[src/hdl/gpb_pkg.sv]
// Package with register map, field layout and bus constants of the port pair
`default_nettype none

package gpb_pkg;

    // ----------------------------------------
    // Widths
    // ----------------------------------------
    localparam int PORT_W = 8;
    localparam int ADDR_W = 12;
    localparam int DATA_W = 32;
    localparam int IDX_W  = 10;

    // ----------------------------------------
    // Register indices (byte address is four times the index)
    // ----------------------------------------
    localparam logic [IDX_W-1:0] IDX_PA_DATA = 10'h0C0;
    localparam logic [IDX_W-1:0] IDX_PB_DATA = 10'h0C1;
    localparam logic [IDX_W-1:0] IDX_PA_DIR  = 10'h0C4;
    localparam logic [IDX_W-1:0] IDX_PB_DIR  = 10'h0C5;
    localparam logic [IDX_W-1:0] IDX_PA_OPT  = 10'h0CC;
    localparam logic [IDX_W-1:0] IDX_PB_OPT  = 10'h0CD;
    localparam logic [IDX_W-1:0] IDX_CTRL    = 10'h0D0;

    // ----------------------------------------
    // Fields and reset values
    // ----------------------------------------
    localparam int              CTRL_GEN_BIT = 0;
    localparam logic [PORT_W-1:0] PORT_RST   = 8'h00;
    localparam logic            GEN_RST      = 1'h0;

    // Pins able to reach the converter input
    localparam logic [PORT_W-1:0] PA_ANALOG_MASK = 8'h00;
    localparam logic [PORT_W-1:0] PB_ANALOG_MASK = 8'hE8;

    // ----------------------------------------
    // Bus answers
    // ----------------------------------------
    localparam logic [1:0] RESP_OKAY   = 2'h0;
    localparam logic [1:0] RESP_SLVERR = 2'h2;

endpackage : gpb_pkg

`default_nettype wire

[src/hdl/gpb_pin_cell.sv]
// Mode decoder and pad driver control for one port pin
`timescale 1ns/1ps
`default_nettype none

module gpb_pin_cell (
    input  wire logic dirBit,
    input  wire logic optBit,
    input  wire logic datBit,
    input  wire logic analogOk,
    output logic      pullUpEn,
    output logic      irqSel,
    output logic      analogSel,
    output logic      drvOe,
    output logic      drvVal
);

    // ----------------------------------------
    // Input modes
    // ----------------------------------------
    always_comb begin
        pullUpEn  = !dirBit && !datBit;
        irqSel    = !dirBit && optBit && !datBit;
        analogSel = !dirBit && optBit && datBit && analogOk;
        if (!dirBit && !optBit && datBit) begin
            pullUpEn = 1'b0;
        end
    end

    // ----------------------------------------
    // Output modes
    // ----------------------------------------
    always_comb begin
        drvVal = 1'b0;
        drvOe  = 1'b0;
        if (dirBit) begin
            if (optBit) begin
                drvOe  = 1'b1;
                drvVal = datBit;
            end else begin
                drvOe  = !datBit;
                drvVal = 1'b0;
            end
        end
    end

endmodule // gpb_pin_cell

`default_nettype wire

[src/hdl/gpb_port_pair.sv]
// Two 8-bit I/O ports with AXI4-Lite register access
//
// Local design decision: the AXI4-Lite slave port.
`timescale 1ns/1ps
`default_nettype none

// Functional notes
// - Configuration 000 gives input with pull-up and no interrupt.
// - Configuration 001 gives input without pull-up and without interrupt.
// - Configuration 010 gives input with pull-up routed to interrupt logic.
// - Configuration 011 connects an analog-capable pin to the converter.
// - Output with option zero is open drain, high side off.
// - Output with option one is push-pull carrying the latch value.
// - Data read gives latch for outputs and pin level for inputs.
// - Data write in input mode updates latch and thus input mode.
// - Reset clears all port registers, pins become pulled-up inputs.
// - Port data registers sit at indices 0C0h and 0C1h.
// - Direction registers at 0C4h and 0C5h, one means output.
// - Option registers at 0CCh and 0CDh, output type select.
// - Interrupt only when pin selects interrupt and global enable set.
// - Wait and stop keep port state; enabled interrupt requests wake, but a pin falling while ce is low is not sampled and raises no wakeReq.
// - Bit n of each data, direction and option register controls pin n of its port.
// - Output latch zero drives low; one drives high or floats.
module gpb_port_pair
    import gpb_pkg::*;
(
    input  wire logic                        core_clk,
    input  wire logic                        nrst,
    input  wire logic                        ce,
    input  wire logic [gpb_pkg::ADDR_W-1:0]  s_axi_awaddr,
    input  wire logic                        s_axi_awvalid,
    output logic                             s_axi_awready,
    input  wire logic [gpb_pkg::DATA_W-1:0]  s_axi_wdata,
    input  wire logic [3:0]                  s_axi_wstrb,
    input  wire logic                        s_axi_wvalid,
    output logic                             s_axi_wready,
    output logic [1:0]                       s_axi_bresp,
    output logic                             s_axi_bvalid,
    input  wire logic                        s_axi_bready,
    input  wire logic [gpb_pkg::ADDR_W-1:0]  s_axi_araddr,
    input  wire logic                        s_axi_arvalid,
    output logic                             s_axi_arready,
    output logic [gpb_pkg::DATA_W-1:0]       s_axi_rdata,
    output logic [1:0]                       s_axi_rresp,
    output logic                             s_axi_rvalid,
    input  wire logic                        s_axi_rready,
    input  wire logic [gpb_pkg::PORT_W-1:0]  portAPinIn,
    output logic [gpb_pkg::PORT_W-1:0]       portAPinOut,
    output logic [gpb_pkg::PORT_W-1:0]       portAPinOe,
    output logic [gpb_pkg::PORT_W-1:0]       portAPullUp,
    output logic [gpb_pkg::PORT_W-1:0]       portAAnalog,
    output logic [gpb_pkg::PORT_W-1:0]       portAExtIrq,
    input  wire logic [gpb_pkg::PORT_W-1:0]  portBPinIn,
    output logic [gpb_pkg::PORT_W-1:0]       portBPinOut,
    output logic [gpb_pkg::PORT_W-1:0]       portBPinOe,
    output logic [gpb_pkg::PORT_W-1:0]       portBPullUp,
    output logic [gpb_pkg::PORT_W-1:0]       portBAnalog,
    output logic [gpb_pkg::PORT_W-1:0]       portBExtIrq,
    output logic                             wakeReq
);
    import gpb_pkg::*;

    // ----------------------------------------
    // State
    // ----------------------------------------
    typedef struct packed {
        logic [PORT_W-1:0] dataA;
        logic [PORT_W-1:0] dataB;
        logic [PORT_W-1:0] dirA;
        logic [PORT_W-1:0] dirB;
        logic [PORT_W-1:0] optA;
        logic [PORT_W-1:0] optB;
        logic              gen;
        logic              awHeld;
        logic [IDX_W-1:0]  awIdx;
        logic              wHeld;
        logic [PORT_W-1:0] wByte;
        logic              wLane0;
        logic              bValid;
        logic [1:0]        bResp;
        logic              rValid;
        logic [DATA_W-1:0] rData;
        logic [1:0]        rResp;
        logic [PORT_W-1:0] syncA1;
        logic [PORT_W-1:0] syncA2;
        logic [PORT_W-1:0] syncB1;
        logic [PORT_W-1:0] syncB2;
    } gpb_state_s;

    gpb_state_s        st;
    gpb_state_s        next_st;
    logic              doWrite;
    logic [PORT_W-1:0] readA;
    logic [PORT_W-1:0] readB;
    logic [PORT_W-1:0] irqSelA;
    logic [PORT_W-1:0] irqSelB;

    // ----------------------------------------
    // Pin cells
    // ----------------------------------------
    genvar gi;
    generate
        for (gi = 0; gi < PORT_W; gi++) begin : g_pin
            gpb_pin_cell u_cell_a (
                .dirBit    (st.dirA[gi]),
                .optBit    (st.optA[gi]),
                .datBit    (st.dataA[gi]),
                .analogOk  (PA_ANALOG_MASK[gi]),
                .pullUpEn  (portAPullUp[gi]),
                .irqSel    (irqSelA[gi]),
                .analogSel (portAAnalog[gi]),
                .drvOe     (portAPinOe[gi]),
                .drvVal    (portAPinOut[gi])
            );
            gpb_pin_cell u_cell_b (
                .dirBit    (st.dirB[gi]),
                .optBit    (st.optB[gi]),
                .datBit    (st.dataB[gi]),
                .analogOk  (PB_ANALOG_MASK[gi]),
                .pullUpEn  (portBPullUp[gi]),
                .irqSel    (irqSelB[gi]),
                .analogSel (portBAnalog[gi]),
                .drvOe     (portBPinOe[gi]),
                .drvVal    (portBPinOut[gi])
            );
        end
    endgenerate

    // ----------------------------------------
    // Interrupt lines and wake
    // ----------------------------------------
    always_comb begin
        portAExtIrq = st.gen ? (irqSelA & ~st.syncA2) : PORT_RST;
        portBExtIrq = st.gen ? (irqSelB & ~st.syncB2) : PORT_RST;
        wakeReq     = (|portAExtIrq) || (|portBExtIrq);
    end

    // ----------------------------------------
    // Read view of data registers
    // ----------------------------------------
    always_comb begin
        readA = (st.dirA & st.dataA) | (~st.dirA & st.syncA2);
        readB = (st.dirB & st.dataB) | (~st.dirB & st.syncB2);
    end

    // ----------------------------------------
    // Bus handshakes
    // ----------------------------------------
    always_comb begin
        // Bus goes silent while frozen, so no beat is taken and lost
        s_axi_awready = ce && !st.awHeld && !st.bValid;
        s_axi_wready  = ce && !st.wHeld && !st.bValid;
        s_axi_arready = ce && !st.rValid;
        s_axi_bvalid  = ce && st.bValid;
        s_axi_bresp   = st.bResp;
        s_axi_rvalid  = ce && st.rValid;
        s_axi_rdata   = st.rData;
        s_axi_rresp   = st.rResp;
        doWrite       = st.awHeld && st.wHeld && !st.bValid;
    end

    // ----------------------------------------
    // Next state
    // ----------------------------------------
    always_comb begin
        next_st        = st;
        next_st.syncA1 = portAPinIn;
        next_st.syncA2 = st.syncA1;
        next_st.syncB1 = portBPinIn;
        next_st.syncB2 = st.syncB1;

        if (s_axi_awvalid && s_axi_awready) begin
            next_st.awHeld = 1'b1;
            next_st.awIdx  = s_axi_awaddr[ADDR_W-1:2];
        end
        if (s_axi_wvalid && s_axi_wready) begin
            next_st.wHeld  = 1'b1;
            next_st.wByte  = s_axi_wdata[PORT_W-1:0];
            next_st.wLane0 = s_axi_wstrb[0];
        end

        if (doWrite) begin
            next_st.awHeld = 1'b0;
            next_st.wHeld  = 1'b0;
            next_st.bValid = 1'b1;
            next_st.bResp  = RESP_OKAY;
            unique case (st.awIdx)
                IDX_PA_DATA: if (st.wLane0) next_st.dataA = st.wByte;
                IDX_PB_DATA: if (st.wLane0) next_st.dataB = st.wByte;
                IDX_PA_DIR:  if (st.wLane0) next_st.dirA  = st.wByte;
                IDX_PB_DIR:  if (st.wLane0) next_st.dirB  = st.wByte;
                IDX_PA_OPT:  if (st.wLane0) next_st.optA  = st.wByte;
                IDX_PB_OPT:  if (st.wLane0) next_st.optB  = st.wByte;
                IDX_CTRL:    if (st.wLane0) next_st.gen   = st.wByte[CTRL_GEN_BIT];
                default:     next_st.bResp = RESP_SLVERR;
            endcase
        end else if (st.bValid && s_axi_bready) begin
            next_st.bValid = 1'b0;
        end

        if (s_axi_arvalid && s_axi_arready) begin
            next_st.rValid = 1'b1;
            next_st.rResp  = RESP_OKAY;
            next_st.rData  = '0;
            unique case (s_axi_araddr[ADDR_W-1:2])
                IDX_PA_DATA: next_st.rData[PORT_W-1:0] = readA;
                IDX_PB_DATA: next_st.rData[PORT_W-1:0] = readB;
                IDX_PA_DIR:  next_st.rData[PORT_W-1:0] = st.dirA;
                IDX_PB_DIR:  next_st.rData[PORT_W-1:0] = st.dirB;
                IDX_PA_OPT:  next_st.rData[PORT_W-1:0] = st.optA;
                IDX_PB_OPT:  next_st.rData[PORT_W-1:0] = st.optB;
                IDX_CTRL:    next_st.rData[CTRL_GEN_BIT] = st.gen;
                default:     next_st.rResp = RESP_SLVERR;
            endcase
        end else if (st.rValid && s_axi_rready) begin
            next_st.rValid = 1'b0;
        end
    end

    // ----------------------------------------
    // Registers, held through wait and stop
    // ----------------------------------------
    always_ff @(posedge core_clk or negedge nrst) begin
        if (!nrst) begin
            st       <= '0;
            st.dataA <= PORT_RST;
            st.dataB <= PORT_RST;
            st.dirA  <= PORT_RST;
            st.dirB  <= PORT_RST;
            st.optA  <= PORT_RST;
            st.optB  <= PORT_RST;
            st.gen   <= GEN_RST;
        end else if (ce) begin
            st <= next_st;
        end
    end
endmodule // gpb_port_pair

`default_nettype wire

[config.mk]
export PLATFORM = sky130hd
export DESIGN_NAME = gpb_port_pair
export DESIGN_NICKNAME = d
export VERILOG_FILES = /design/src/hdl/gpb_pkg.sv /design/src/hdl/gpb_pin_cell.sv /design/src/hdl/gpb_port_pair.sv
export SDC_FILE = /design/constraint.sdc
export NUM_CORES = 1
export LEC_CHECK = 0
export BUFFER_PORTS_ARGS = -buffer_cell sky130_fd_sc_hd__buf_2
export CAP_MARGIN = 20
export CORE_MARGIN = 2
export CORE_UTILIZATION = 52
export CTS_CLUSTER_SIZE = 12
export DETAILED_ROUTE_END_ITERATION = 12
export GPL_TIMING_DRIVEN = 0
export HOLD_SLACK_MARGIN = 0.1
export PLACE_DENSITY = 0.83
export SKIP_CTS_REPAIR_TIMING = 1
export SLEW_MARGIN = 20
export SYNTH_ARGS = -nofsm -noshare
export SYNTH_HDL_FRONTEND = slang
export SYNTH_SLANG_ARGS = --single-unit
[constraint.sdc]
create_clock -name core_clk -period 2.37 [get_ports core_clk]
set_input_delay 0.1185 -clock core_clk [delete_from_list [all_inputs] [get_ports core_clk]]
set_output_delay 0.1185 -clock core_clk [all_outputs]
set_load 0.005 [all_outputs]
Word level (Yosys, flattened, before mapping)
Cells that the tools add are included.

Logic and storage cells: 315. Register bits after elaboration: 116. Bits of input ports: 84. Output and inout bits: 122.

Reductions and logical operators: 174. Equal/unequal tests: 14. Multiplexer cells: 94. Bitwise logic cells: 12.

Operators with widths (number): == test 10 x 8 -> 1 bit, second input constant (14); logical AND 1 bit (98); 2-to-1 mux 1 bit (86); zero test 1 bit (52); AND 8 bit (6); case mux 7 bit (6 select lines) (1); NOT 8 bit (4); AND reduction 4 bit (7); 2-to-1 mux 8 bit (2); bitwise OR 8 bit (2); AND reduction 2 bit (8); OR reduction 8 bit (2); OR reduction 7 bit (2); 2-to-1 mux 11 bit (1); 2-to-1 mux 10 bit (1); nonzero test 2 bit (4); case mux 1 bit (7 select lines) (1); 2-to-1 mux 2 bit (2); logical OR 1 bit (1).

Longest topological paths before layout
Depth in word-level cells: 7. Gate-level depth with buffers: 6. Depth with buffers taken out: 4.

By module
From an unflattened synthesis, not the netlist that was laid out.

Cell total of the unflattened synthesis: 550. Area, all modules: 6110.9 um^2.

Modules (own cells, without submodules): gpb_port_pair (times used 1, area each 5510.3 um^2, cells an instance 454, seq. area each 2852.7 um^2); gpb_pin_cell (times used 16, area each 37.5 um^2, cells an instance 6, seq. area each 0.0 um^2).

Worst setup path after synthesis
OpenSTA, ideal clock, no wires.

Path kind: register -> register. Start: register st[69] (netlist name). End: register st[92] (netlist name). Setup time: 0.125 ns. Cell stages (with the launch flop): 7. Setup slack: 0.349 ns. Period minus slack after synthesis: 2.021 ns. Path buffers: 2. Required time: 2.245 ns. Arrival: 1.896 ns. Cells stage by stage: dfrtp_1 > and4b_1 > buf_6 > nand4_4 > or4_4 > buf_6 > mux2_4.

Word-level cells in the longest chain between the ends: 3.

RTL lines: from (decl) (RTL line gpb_port_pair.sv:90) `gpb_state_s st;`; from (signal assigned) (RTL line gpb_port_pair.sv:234) `st <= next_st;`; zero test 1 bit (RTL line gpb_port_pair.sv:159) `doWrite = st.awHeld && st.wHeld && !st.bValid;`; logical AND 1 bit (RTL line gpb_port_pair.sv:159); AND reduction 4 bit (no source line).

Every way passes these cells. A chain may end at the register's enable or synchronous reset.

Final worst setup path
Start: register st[69] (netlist name). End: register st[132] (netlist name).

Same word-level chain as after synthesis.

==> impl_metrics.csv <==
group,metric,value,unit
sta,period_minus_slack,2340,ps
logic_synthesis,syn_avg_cell_area,11.4,sq um
global_route,grt_start_max_net_pins,60,
finish,n_antenna_cell,0,
finish,area_growth_syn_to_layout,33.6,%
pwr,p_clk_share,44.5,%
logic_synthesis,synth_edf_count,0,
floorplanning,die_footprint,13200,sq um
place,buffer_ports.inserted,135,
place,cell_area_after_placement,7410,sq um
sta,tightest_slew,927,ps
sta,finalClockSkew,6.36,ps
logic_synthesis,synth-main-ff-cell,"dfrtp_1",
sta,min_period_over_period,98.8,%
pwr,power_dens_cells,743,nW/um^2
floorplanning,floorplan.die.width,115,um
cts,clk-insertion-delay-late,410,ps
logic_synthesis,post-synth-top-area-cell,"dfrtp_1",
floorplanning,coreArea,12000,sq um
logic_synthesis,synthDistinctLibCells,53,
detailed_routing,total_wirelength,17.8,mm
pwr,p_leak,4.34,nW
pwr,post-layout-total-power,0.00633,W
finish,drive_gt1_share,48.0,%
floorplanning,placement_rows,40,
sta,clock.fmax,427,MHz
logic_synthesis,netlist.area_leader.share,44.7,%
logic_synthesis,ys_async_sr_fraction,100,%
sta,whs,99.3,ps
detailed_routing,post-route-drc-count,0,
sta,finalSetupTns,0,ps
flow_run,cap_violations,0,
sta,finalHoldViolCount,0,
floorplanning,floorplan.io_pins,206,
logic_synthesis,ys.warnings.count,0,
critical_path,crit_arrival,2640,ps
global_route,gr-usage-met1,33.4,%
global_route,globalRouteMet3Util,6.09,%
cts,htree_levels,4,
global_route,grt_first_pass_wirelength,25.9,mm
critical_path,timing.critical_path.from_type,"flop",
cts,clock_tree.root_cell,"clkbuf_16",
cts,clock_path_buffers,2,
global_route,grt_pass1_vias,4838,
critical_path,critical_path.endpoint_type,"flop",
critical_path,cp.required,2670,ps
detailed_routing,total_via_count_after_detailed_routing,5158,
place,place_congestion,0.918,
pwr,combPwrFrac,15.5,%
finish,finalCoreUtilization,70.9,%
cts,cts_sinks,114,
pwr,p_seq_share,40.0,%
floorplanning,start_util,53.1,%
finish,commonest_non_fill_non_tap_cells_in_the_layout,"136 x buf_2, 113 x dfrtp_1, 104 x buf_4",
cts,cts_tree,"done",
global_route,global_route.peak_usage_layer,"met2",
cts,cts.reportedPaths.clkPinSlew,60,ps
sta,setup_viol,0,
floorplanning,die_height,115,um
cts,cts_made_buffers,17,
global_route,antenna_violations_before_repair,0,
logic_synthesis,synth_seq_cells,114,
pwr,power.share.switching,26.2,%
finish,nNetsFinal,882,
pwr,internal-power,0.00467,W
sta,timing.max_slew.rel_slack,38.2,%
outcome,run_status,"finished clean",
logic_synthesis,post_synth_inst_count,561,
detailed_routing,postRouteAntennaNets,0,
critical_path,critPathMaxFanout,8,
detailed_routing,dr.first_iter.drc_count,409,
finish,final_area,8520,sq um
global_route,grt_util_met2,44.3,%
worst_hold_path,hold_class,"input pin to flop",
logic_synthesis,synth.cell_area,6370,sq um
finish,fillCellCount,872,
critical_path,worst-setup-path-type,"flop to flop",
logic_synthesis,ys_seq_area_share,44.7,%
detailed_routing,drt-vias-per-instance,5.39,
detailed_routing,drt-wirelength-per-cell,18.6,um
pwr,power.ir.vdd_worst,610,uV
global_route,gr_ovfl_total,0,
logic_synthesis,cell_types_occupying_the_most_area_after_synthesis,"dfrtp_1 45%, mux2_2 16%, buf_4 12%, and4b_1 2.7%, mux2i_1 2.5%",
place,place_hpwl,12.2,mm
detailed_routing,detail_route.first_pass.iterations,8,
global_route,track_usage,26.4,%
finish,most_common_cell_after_layout_fill_and_taps_aside,"buf_2",
sta,maxSlewViolCount,0,
pwr,switching_power,0.00165,W
[layer usage]
layer	up-vias	part of all wire (%)
li1	2339	-
met1	2483	38
met2	289	50
met3	47	8.8
met4	0	2.7
met5	-	0
[flip-flops by register name, summed over array words and instances, names as in the netlist]
| register | count |
|---|---|
| s_axi_bresp | 1 |
| s_axi_rdata | 8 |
| next_st | 16 |
| st | 88 |
| s_axi_rresp | 1 |
[kinds of logic (layout without fill, tap and decap cells)]
kind of cell | Yosys count | after routing | share of synthesized area, %
buffers and inverters | 139 | 351 | 14.3
muxes | 118 | 118 | 21.4
AOI/OAI and AO/OA | 64 | 64 | 7.05
other | 1 | 38 | 0.0588
and+or+nand+nor | 125 | 125 | 12.5
DFF | 114 | 114 | 44.7
[path summary, 6_finish.rpt]
path,slack (ps),depth (start not counted),to,startpoint
setup / recovery,30,5,st[132]$_DFFE_PN0P_,st[69]$_DFFE_PN0P_
min in group asynchronous,240,2,st[1]$_DFFE_PN0P_,nrst
setup reg to reg,30,5,st[132]$_DFFE_PN0P_,st[69]$_DFFE_PN0P_
hold reg to reg,500,1,next_st[7]$_DFFE_PN0P_,next_st[7]$_DFFE_PN0P_
max in group asynchronous,1470,3,st[105]$_DFFE_PN0P_,nrst
hold / removal,100,4,s_axi_rdata[0]$_DFFE_PN0P_,s_axi_araddr[10]
[worst max-delay path, stage by stage (launching register included)]
cell     delay (ps)
dfrtp_1         410
and4b_1         290
buf_6           130
nand4_4         230
nor4_4          740
mux2_2          420
[power groups by stage]
stage	Combinational [W]	Clock, W	Sequential (W)
after floorplan	0.000653	0	0.00245
after global placement	0.000849	0	0.00251
after detailed placement	0.000892	0	0.00255
after CTS	0.000904	0.00284	0.00251
after global routing	0.00107	0.00293	0.00257
final	0.000982	0.00281	0.00253
[cell type report]
type / instances / area (sq um) / share of cell area, %
repair buffers: 181 / 1150 / 13.5
plain buffers: 117 / 832 / 9.77
clock buffers: 21 / 470 / 5.52
inverters: 22 / 82.6 / 0.969
multi-input cells: 345 / 2770 / 32.5
well taps: 147 / 184 / 2.16
clock inverters: 10 / 180 / 2.11
flip-flops and latches: 114 / 2850 / 33.5
[stage by stage]
step | std cells | setup WS (ps)
after floorplan | 598 | 349
after global placement | 880 | -73.7
after detailed placement | 881 | -50.6
after CTS | 912 | -178
final | 957 | 27.9
after global routing | 957 | -11.7
[synthesized netlist by cell type (12+ instances only)]
| master | n |
|---|---|
| dfrtp_1 | 114 |
| clkbuf_1 | 12 |
| buf_4 | 100 |
| and4b_1 | 17 |
| mux2_2 | 92 |
| nand2_1 | 22 |
| and3_1 | 15 |
| inv_1 | 22 |
| mux2i_1 | 16 |
| nor2_1 | 34 |
| a21boi_0 | 17 |
| o21ai_0 | 14 |
Power figures use the tool's default switching activity.
